$ cat src/enm_pkg.sv
// Constants, types and register map of the normalize/multiply datapath
//------------------------------------------------------------------
// Function
// - normalize shifts left until bits 0,1 differ or the step counter counts up to zero
// - signed normalize copies sign into link first
// - shift moves ext0->main17, link->ext17, drops main0
// - step counter advances once per normalize shift
// - step counter readable via or/load count ops
// - normalize loads counter with negated step field
// - interrupts held off two cycles after normalize
// - restore-form normalize loads counter, shift adds one
// - multiply forms 36-bit product from 18-bit operands
// - reduced count gives product scaled 18-n places
// - multiply prep moves main to ext, clears main
// - multiply fetches multiplicand into operand register
// - multiply ends when counter counts up to zero
// - each step adds multiplicand if lsb set, shifts right
// - signed prep sets differ flag, clears link
// - signed prep complements negative multiplier
// - signed product has sign in main bits 0,1
// - differ flag complements ext after arithmetic
// - instructions sequence through event times A to D, normalize and multiply on through F
//------------------------------------------------------------------
package enm_pkg;

    // Datapath widths
    localparam int WORD_W = 18;
    localparam int CNT_W  = 6;
    localparam int ADDR_W = 8;

    // Register byte offsets
    localparam logic [ADDR_W-1:0] OFS_CMD    = 8'h00;
    localparam logic [ADDR_W-1:0] OFS_STATUS = 8'h04;
    localparam logic [ADDR_W-1:0] OFS_MAIN   = 8'h08;
    localparam logic [ADDR_W-1:0] OFS_EXT    = 8'h0c;
    localparam logic [ADDR_W-1:0] OFS_LINK   = 8'h10;
    localparam logic [ADDR_W-1:0] OFS_STEP   = 8'h14;
    localparam logic [ADDR_W-1:0] OFS_OPND   = 8'h18;

    // Instruction field positions, bit 0 is the most significant
    localparam int F_SGN_LEFTJUSTIFY_OP  = 4;
    localparam int F_SGN_MUL   = 6;
    localparam int F_SETUP_CLR = 8;
    localparam int F_OP_HI     = 9;
    localparam int F_STEP_LO   = 12;
    localparam int F_SETUP_OR  = 17;

    // Operation codes in instruction bits 9..11
    localparam logic [2:0] OP_SETUP = 3'h0;
    localparam logic [2:0] OP_MUL   = 3'h1;
    localparam logic [2:0] OP_LEFTJUSTIFY_OP  = 3'h4;

    // Status register bit positions
    localparam int ST_BUSY   = 0;
    localparam int ST_DIFFER = 1;
    localparam int ST_HOLD   = 2;
    localparam int ST_LINK   = 3;

    // Reset values
    localparam logic [WORD_W-1:0] RST_WORD = 18'h00000;
    localparam logic [CNT_W-1:0]  RST_CNT  = 6'h00;

    // Interrupt hold-off length in clock cycles
    localparam int HOLDOFF_CYCLES_DEF = 2;

    // Event-time sequencer states
    typedef enum logic [2:0] {
        S_IDLE, S_EV_A, S_EV_B, S_EV_C, S_EV_D, S_FETCH, S_EV_E, S_EV_F
    } enm_state_t;

    // APB request from the master
    typedef struct packed {
        logic              psel;
        logic              penable;
        logic              pwrite;
        logic [ADDR_W-1:0] paddr;
        logic [31:0]       pwdata;
    } enm_apb_req_t;

    // APB answer to the master
    typedef struct packed {
        logic [31:0] prdata;
        logic        pready;
        logic        pslverr;
    } enm_apb_rsp_t;

endpackage : enm_pkg
$ cat src/enm_eae_core.sv
// Normalize and multiply datapath with APB register access
`timescale 1ns/1ns

module enm_eae_core #(
    parameter int HOLDOFF_CYCLES = enm_pkg::HOLDOFF_CYCLES_DEF
) (
    input  wire logic                  pclk,
    input  wire logic                  presetn,
    input  wire enm_pkg::enm_apb_req_t apb_req,
    output enm_pkg::enm_apb_rsp_t      apb_rsp,
    output logic                       opnd_req,
    input  wire logic                  opnd_ack,
    input  wire logic [17:0]           opnd_data,
    output logic                       intr_holdoff,
    output logic                       busy
);
    import enm_pkg::*;

    //------------------------------------------------------------------
    // Elaboration checks
    //------------------------------------------------------------------
    if (HOLDOFF_CYCLES < 1 || HOLDOFF_CYCLES > 15) begin : g_chk
        $error("HOLDOFF_CYCLES must lie in 1..15");
    end

    //------------------------------------------------------------------
    // Declarations
    //------------------------------------------------------------------
    enm_state_t         state;         // Event-time state
    logic [0:WORD_W-1]  instr;         // Instruction being run
    logic [0:WORD_W-1]  main_arith_reg; // Main register, bit 0 is sign
    logic [0:WORD_W-1]  extension_reg; // Extension register
    logic [0:WORD_W-1]  operand_in_reg; // Multiplicand
    logic               link;          // Sign carry bit
    logic [CNT_W-1:0]   step_counter;  // Up-counting step counter
    logic               sign_differ;   // Product sign negative
    logic [3:0]         hold_cnt;      // Hold-off cycles left
    logic [CNT_W-1:0]   cnt_inc;       // Counter plus one
    logic [2:0]         op;            // Decoded op code
    logic               signed_op;     // Signed form of op
    logic [CNT_W-1:0]   step_neg;      // Negated step field
    logic               normalized;    // Bits 0 and 1 differ
    logic [WORD_W:0]    sum;           // Adder with carry
    logic               wr_acc;        // APB write access
    logic               rd_setup;      // APB setup of any access
    logic               mapped;        // Address decodes
    logic               loop_done;     // Shift loop ends
    logic [31:0]        rdata;         // Read data register
    logic               slverr;        // Error answer register

    //------------------------------------------------------------------
    // Decode and helpers
    //------------------------------------------------------------------
    assign op        = instr[F_OP_HI +: 3];
    assign signed_op = (op == OP_LEFTJUSTIFY_OP) ? instr[F_SGN_LEFTJUSTIFY_OP]
                                       : instr[F_SGN_MUL];
    assign step_neg  = CNT_W'(~instr[F_STEP_LO +: CNT_W] + 1'b1);
    assign cnt_inc   = CNT_W'(step_counter + 1'b1);
    assign normalized = main_arith_reg[0] != main_arith_reg[1];
    assign sum = {1'b0, main_arith_reg}
               + {1'b0, (extension_reg[WORD_W-1] ? operand_in_reg
                                                 : RST_WORD)};
    assign loop_done = (cnt_inc == RST_CNT);

    // Bus decode; pready is always high so every access phase is one wait-free cycle
    assign wr_acc   = apb_req.psel & apb_req.penable & apb_req.pwrite;
    assign rd_setup = apb_req.psel & ~apb_req.penable;
    always_comb begin
        case (apb_req.paddr)
            OFS_CMD, OFS_STATUS, OFS_MAIN, OFS_EXT,
            OFS_LINK, OFS_STEP, OFS_OPND: mapped = 1'b1;
            default:                      mapped = 1'b0;
        endcase
    end

    //------------------------------------------------------------------
    // Event-time sequencer
    //------------------------------------------------------------------
    // A, B, C, D then E loop and F
    always_ff @(posedge pclk or negedge presetn) begin
        if (!presetn) begin
            state <= S_IDLE;
        end else begin
            case (state)
                S_IDLE: begin
                    // Command write starts a new instruction
                    if (wr_acc && mapped && apb_req.paddr == OFS_CMD) begin
                        state <= S_EV_A;
                    end
                end
                S_EV_A:  state <= S_EV_B;
                S_EV_B:  state <= S_EV_C;
                S_EV_C:  state <= S_EV_D;
                S_EV_D: begin
                    // Setup ops use only four event times
                    if (op == OP_MUL) begin
                        state <= S_FETCH;
                    end else if (op == OP_LEFTJUSTIFY_OP) begin
                        state <= S_EV_E;
                    end else begin
                        state <= S_IDLE;
                    end
                end
                S_FETCH: begin
                    if (opnd_ack) begin
                        state <= (step_counter == RST_CNT) ? S_EV_F : S_EV_E;
                    end
                end
                S_EV_E: begin
                    if (op == OP_LEFTJUSTIFY_OP && normalized) begin
                        state <= S_EV_F;
                    end else if (loop_done) begin
                        state <= S_EV_F;
                    end
                end
                S_EV_F:  state <= S_IDLE;
                default: state <= S_IDLE;
            endcase
        end
    end

    //------------------------------------------------------------------
    // Instruction register
    //------------------------------------------------------------------
    // Only taken while idle so a running op never sees its code change
    always_ff @(posedge pclk or negedge presetn) begin
        if (!presetn) begin
            instr <= RST_WORD;
        end else if (state == S_IDLE && wr_acc && apb_req.paddr == OFS_CMD) begin
            instr <= pwdata_w();
        end
    end

    // Low data bits of the write bus
    function automatic logic [WORD_W-1:0] pwdata_w();
        pwdata_w = apb_req.pwdata[WORD_W-1:0];
    endfunction

    //------------------------------------------------------------------
    // Step counter
    //------------------------------------------------------------------
    always_ff @(posedge pclk or negedge presetn) begin
        if (!presetn) begin
            step_counter <= RST_CNT;
        end else begin
            case (state)
                S_IDLE: begin
                    // Software may preload the counter while idle
                    if (wr_acc && apb_req.paddr == OFS_STEP) begin
                        step_counter <= apb_req.pwdata[CNT_W-1:0];
                    end
                end
                S_EV_A: begin
                    if (op != OP_SETUP) begin
                        step_counter <= step_neg;
                    end
                end
                S_EV_E: begin
                    if (!(op == OP_LEFTJUSTIFY_OP && normalized)) begin
                        step_counter <= cnt_inc;
                    end
                end
                default: step_counter <= step_counter;
            endcase
        end
    end

    //------------------------------------------------------------------
    // Sign-differ flag
    //------------------------------------------------------------------
    // set when link and sign differ
    always_ff @(posedge pclk or negedge presetn) begin
        if (!presetn) begin
            sign_differ <= 1'b0;
        end else if (state == S_EV_A) begin
            sign_differ <= (op == OP_MUL) && signed_op
                         && (link != main_arith_reg[0]);
        end
    end

    //------------------------------------------------------------------
    // Multiplicand fetch
    //------------------------------------------------------------------
    // next word taken into operand register
    assign opnd_req = (state == S_FETCH);
    always_ff @(posedge pclk or negedge presetn) begin
        if (!presetn) begin
            operand_in_reg <= RST_WORD;
        end else if (opnd_req && opnd_ack) begin
            operand_in_reg <= opnd_data;
        end
    end

    //------------------------------------------------------------------
    // Main, extension and link datapath
    //------------------------------------------------------------------
    always_ff @(posedge pclk or negedge presetn) begin
        if (!presetn) begin
            main_arith_reg <= RST_WORD;
            extension_reg  <= RST_WORD;
            link           <= 1'b0;
        end else begin
            case (state)
                S_IDLE: begin
                    // Software loads operands only between instructions
                    if (wr_acc && apb_req.paddr == OFS_MAIN) begin
                        main_arith_reg <= pwdata_w();
                    end
                    if (wr_acc && apb_req.paddr == OFS_EXT) begin
                        extension_reg <= pwdata_w();
                    end
                    if (wr_acc && apb_req.paddr == OFS_LINK) begin
                        link <= apb_req.pwdata[0];
                    end
                end
                S_EV_A: begin
                    if (op == OP_LEFTJUSTIFY_OP && signed_op) begin
                        link <= main_arith_reg[0];
                    end
                    if (op == OP_MUL && signed_op) begin
                        link <= 1'b0;
                    end
                end
                S_EV_B: begin
                    if (op == OP_MUL) begin
                        if (signed_op && main_arith_reg[0]) begin
                            extension_reg <= ~main_arith_reg;
                        end else begin
                            extension_reg <= main_arith_reg;
                        end
                    end
                end
                S_EV_C: begin
                    if (op == OP_MUL) begin
                        main_arith_reg <= RST_WORD;
                    end else if (op == OP_SETUP) begin
                        // count ORed or loaded into main
                        main_arith_reg <=
                            (instr[F_SETUP_CLR] ? RST_WORD : main_arith_reg)
                          | (instr[F_SETUP_OR] ? {12'h000, step_counter}
                                               : RST_WORD);
                    end
                end
                S_EV_E: begin
                    if (op == OP_LEFTJUSTIFY_OP) begin
                        if (!normalized) begin
                            main_arith_reg <= {main_arith_reg[1:WORD_W-1],
                                               extension_reg[0]};
                            extension_reg  <= {extension_reg[1:WORD_W-1],
                                               link};
                        end
                    end else begin
                        // add and shift right builds product
                        main_arith_reg <= sum[WORD_W:1];
                        extension_reg  <= {sum[0],
                                           extension_reg[0:WORD_W-2]};
                    end
                end
                S_EV_F: begin
                    // main also inverted so bits 0,1 carry sign
                    if (op == OP_MUL && sign_differ) begin
                        extension_reg  <= ~extension_reg;
                        main_arith_reg <= ~main_arith_reg;
                    end
                end
                default: link <= link;
            endcase
        end
    end

    //------------------------------------------------------------------
    // Interrupt hold-off
    //------------------------------------------------------------------
    // hold-off after normalize ends
    always_ff @(posedge pclk or negedge presetn) begin
        if (!presetn) begin
            hold_cnt <= 4'h0;
        end else if (state == S_EV_F && op == OP_LEFTJUSTIFY_OP) begin
            hold_cnt <= 4'(HOLDOFF_CYCLES);
        end else if (hold_cnt != 4'h0) begin
            hold_cnt <= 4'(hold_cnt - 1'b1);
        end
    end
    assign intr_holdoff = (hold_cnt != 4'h0);
    assign busy         = (state != S_IDLE);

    //------------------------------------------------------------------
    // APB read data and error answer
    //------------------------------------------------------------------
    // Captured in the setup cycle so data comes from flip-flops yet
    // the access phase still completes at once
    always_ff @(posedge pclk or negedge presetn) begin
        if (!presetn) begin
            rdata  <= 32'h00000000;
            slverr <= 1'b0;
        end else if (rd_setup) begin
            slverr <= ~mapped;
            case (apb_req.paddr)
                OFS_CMD:    rdata <= {14'h0000, instr};
                OFS_STATUS: rdata <= {28'h0000000, link,
                                      intr_holdoff, sign_differ, busy};
                OFS_MAIN:   rdata <= {14'h0000, main_arith_reg};
                OFS_EXT:    rdata <= {14'h0000, extension_reg};
                OFS_LINK:   rdata <= {31'h00000000, link};
                OFS_STEP:   rdata <= {26'h0000000, step_counter};
                OFS_OPND:   rdata <= {14'h0000, operand_in_reg};
                default:    rdata <= 32'h00000000;
            endcase
        end
    end

    assign apb_rsp.prdata  = rdata;
    assign apb_rsp.pready  = 1'b1;
    assign apb_rsp.pslverr = slverr & apb_req.psel & apb_req.penable;

endmodule // enm_eae_core

$ cat config.mk
export PLATFORM = sky130hd
export DESIGN_NAME = enm_eae_core
export DESIGN_NICKNAME = d
export VERILOG_FILES = /design/src/enm_pkg.sv /design/src/enm_eae_core.sv
export SDC_FILE = /design/constraint.sdc
export NUM_CORES = 1
export LEC_CHECK = 0
export BUFFER_PORTS_ARGS = -buffer_cell sky130_fd_sc_hd__buf_2
export CORE_MARGIN = 4
export CORE_UTILIZATION = 55
export DETAILED_ROUTE_END_ITERATION = 16
export GPL_ROUTABILITY_DRIVEN = 0
export PLACE_DENSITY = 0.76
export SYNTH_ARGS = -nofsm -noshare
export SYNTH_HDL_FRONTEND = slang
export SYNTH_SLANG_ARGS = --single-unit
$ cat constraint.sdc
create_clock -name pclk -period 3.9 [get_ports pclk]
set_clock_uncertainty 0.2 [all_clocks]
set_input_delay 0.39 -clock pclk [delete_from_list [all_inputs] [get_ports pclk]]
set_output_delay 0.39 -clock pclk [all_outputs]
set_load 0.05 [all_outputs]
==> implementation parameters <==
Parameter                              Value

Clocking
  TritonCTS buffer count    9
  Clock insertion delay at the later pin of the skew report    0.36 ns
  Hold Buf Count CTS    0
  Clock transition at path regs    0.08 ns
  Post-cts gate resize count    0
  Max H-tree Level    3
  Max Root-Sink Buffers    2
  Root Driver    clkbuf_16
  TritonCTS clock tree    done
  Post-CTS setup buffer count    0
  Clock Sinks    106

Synthesis
  Number of different library cells in the post-synthesis netlist    74
  Cell taking the most area after synthesis    dfrtp_1
  Post-synthesis average cell area    8.43 um^2
  Synth area leaders    dfrtp_1, nand2_1, o21ai_0, mux2_2, nor2_1
  Fraction of synthesis flops using an asynchronous set or reset pin    100%
  Xor-xnor portion of the synthesized cell area    under 10%
  Top cell type's share of synthesized area    34.1%
  Cell area after synthesis    7780 um^2
  Compound-gate portion of the synthesized area    25.7%
  Cells after synthesis    a little over 900
  Share of synthesized cell area in full adder, half adder and majority cells    between 3 and 4%
  Main combinational cell family by area after synthesis    compound AO/OA/AOI/OAI gates
  Number of enable flip-flop cells after synthesis    0
  Most common flop cell mapped by yosys    dfrtp_1
  Warnings, synthesis    0
  Multiplexer share of the synthesized area    between 7 and 8%
  Proportion of synthesized chip area in sequential cells    34.1%
  Number of storage elements in the synthesis netlist    106
  Simple-gate area share of the yosys netlist    19.5%

Worst setup path
  CP required    between 3 and 4 ns
  Category of the worst setup path launch point    flop
  Critical path class    flop to flop
  Arrival time worst endpoint    3.30 ns
  CP Capture Type    flop
  Largest fanout on the critical path    14

Power
  Power per unit of standard cell area    between 700 and 800 nW/um^2
  Leakage power    3.75 nW
  Peak VDD IR    ~0.00044 V

Run
  Count of maximum capacitance violations    0

Floorplanning
  Overall die area    16,100 um^2
  Chip width    127 um
  Count of pins on the block boundary    about 100
  Die extent in y    127 um
  Initial Util    56.0%
  Core region area    13,900 um^2
  Std-Cell Rows    43

STA
  Fmax    a little over 300 MHz
  Worst-margin pin slew    approximately 1 ns
  Setup repair after global routing missed its margin    false
  Relative slew slack    32.5%
  Setup-failing EPs final    0
  Final Hold Vio Count    0
  Fin. max-slew vios    0
  Final critical-path required period    3.27 ns
  Setup_tns    0 ns
  Final critical-path share of the clock period    a little over four fifths

Final layout
  Ratio of cells with drive above 1 in the final layout    15.3%
  Final #Nets    1,055
  Multi-input gate area    roughly 4700 um^2
  Post-route insts no fill    about 1,200
  Area taken by flip-flops and latches    ~2700 um^2
  Total of fill cells in the finished design    1,268
  Number of antenna repair diodes    0
  Synth-to-layout area growth    9.91%

Placed design
  Placed cell count    1,136
  Number of port buffers    71
  Half-perimeter wire length of the detailed placement result    about 17 mm

Routing
  Wirelength per Cell    20.1 um
  WL final    23.2 mm
  First drt pass iteration count    5
  Post-DR vias/cell    roughly 6.4
  Iter 0 DRT Violations    1,025
  Total DRC errors in the routed layout    0
  Number of nets still failing antenna checks after routing    0
  Total via count after detailed routing    7,391

Global routing
  Global-route usage over all layers    28.9%
  Via count of the first global-routing pass    6,950
  Pin count of the biggest net entering global routing    79
  Residual overflow from global routing    0
  Global-route wire length before repair    36.9 mm
  Antenna violations before repair    0

Worst hold path
  Path type of the worst min-delay path    input port to asynchronous set/reset pin

Status
  Run status    finished, final reports clean
-- power by group --
group          total (mW)  internal (mW)  leakage, nW  switching [mW]
clock               0.963          0.519        0.138           0.444
sequential           2.10           1.45         1.33           0.650
combinational        3.33           1.39         2.28            1.94
total                6.39           3.36         3.75            3.04
-- routing by layer --
| layer | part of all wire (%) | wire length [um] | track usage (%) |
|---|---|---|---|
| met1 | 42 | 9650 | 40.8 |
| met2 | 44 | 10300 | 43.6 |
| met3 | 11 | 2610 | 6.48 |
| met4 | 2.6 | 595 | 10.6 |
| met5 | 0 | 0 | 0 |
-- cell usage in the layout (no fill, tap or decap), drive strengths merged, types with 5 or more instances in the layout --
cell,n
a221oi,18
o21ai,83
mux2i,12
xnor2,11
xor2,23
nor3b,5
ha,23
dfrtp,106
nor2b,10
mux2,37
conb,15
nand2,133
nor3,15
o221a,17
nor4,6
a21o,9
o211ai,10
nor2,78
o22ai,5
buf,94
inv,24
and2,22
o31ai,8
a22oi,28
and3,5
clkbuf,11
a31oi,7
nand2b,13
a21oi,49
nand3,9
a22o,14
a211oi,6
-- final cells by class --
cell class / count / share of cell area, %
clock inverters: 5 / 0.717
clock buffers: 11 / 2.84
repair buffers: 94 / 6.20
multi-input cells: 731 / 55.5
inverters: 25 / 1.10
flip-flops and latches: 106 / 31.0
well taps: 180 / 2.63
-- cells in the mapped netlist (4+ instances only) --
| cell | count |
|---|---|
| a21o_1 | 9 |
| nor3_1 | 15 |
| a22oi_1 | 28 |
| buf_2 | 7 |
| mux2i_1 | 12 |
| o22ai_1 | 5 |
| and3_1 | 5 |
| nand3_1 | 8 |
| o21a_1 | 4 |
| nor4_1 | 4 |
| a31oi_1 | 7 |
| and2_1 | 21 |
| a221oi_1 | 18 |
| nand2b_1 | 13 |
| a221o_1 | 4 |
| dfrtp_1 | 106 |
| nor2_1 | 77 |
| nand2_1 | 132 |
| o21ai_0 | 81 |
| mux2_1 | 10 |
| xor2_1 | 23 |
| o221a_1 | 17 |
| a211oi_1 | 6 |
| mux2_2 | 27 |
| xnor2_1 | 11 |
| buf_4 | 15 |
| a21oi_1 | 48 |
| ha_1 | 23 |
| nor3b_1 | 5 |
| a22o_1 | 14 |
| o2111ai_1 | 4 |
| o211ai_1 | 10 |
| inv_1 | 23 |
| clkbuf_1 | 49 |
| o31ai_1 | 8 |
| nor2b_1 | 10 |
-- per-stage QoR --
stage / power [mW] / util, % / setup slack, ns / hold WS (ns) / instance area (um^2)
4_1_cts: 6.30 / 61.6 / 0.671 / 0.0359 / 8550
3_3_place_gp: 5.23 / 59.4 / 0.788 / 0.256 / 8250
5_1_grt: 6.86 / 61.6 / 0.403 / 0.0588 / 8550
2_1_floorplan: 4.42 / - / 1.17 / -0.106 / 7830
6_report: 6.39 / 61.6 / 0.629 / 0.00369 / 8550
3_5_place_dp: 5.33 / 59.4 / 0.717 / 0.266 / 8250
-- cells by family after synthesis --
kind of cell	count (synthesis)
AND/OR/NAND/NOR	317
AO/OA/AOI/OAI	291
flip-flops	106
buffers and inverters	99
multiplexers	50
XOR/XNOR	34
adder cells (fa/ha/maj)	24
other	2
-- worst paths after layout --
| check | endpoint | slack [ns] | start | depth (start not counted) |
|---|---|---|---|---|
| min in group pclk | operand_in_reg[6] | 0.05 | opnd_data[11] | 2 |
| max | main_arith_reg[1] | 0.63 | extension_reg[17] | 8 |
| max reg2reg | main_arith_reg[1] | 0.63 | extension_reg[17] | 8 |
| min | rdata[13] | 0.004 | presetn | 1 |
| max in group asynchronous | extension_reg[4] | 2.70 | presetn | 2 |
| min reg2reg | rdata[7] | 0.27 | rdata[7] | 2 |
-- critical path, stage by stage, from the launching register on --
cell and delay, ns:
dfrtp_1 0.57, and2_1 0.24, ha_1 0.39, a21o_1 0.21
a31oi_1 0.10, a21boi_0 0.56, o21ai_0 0.28, a2111oi_0 0.48
nor3_1 0.11
Power figures use the tool's default switching activity.
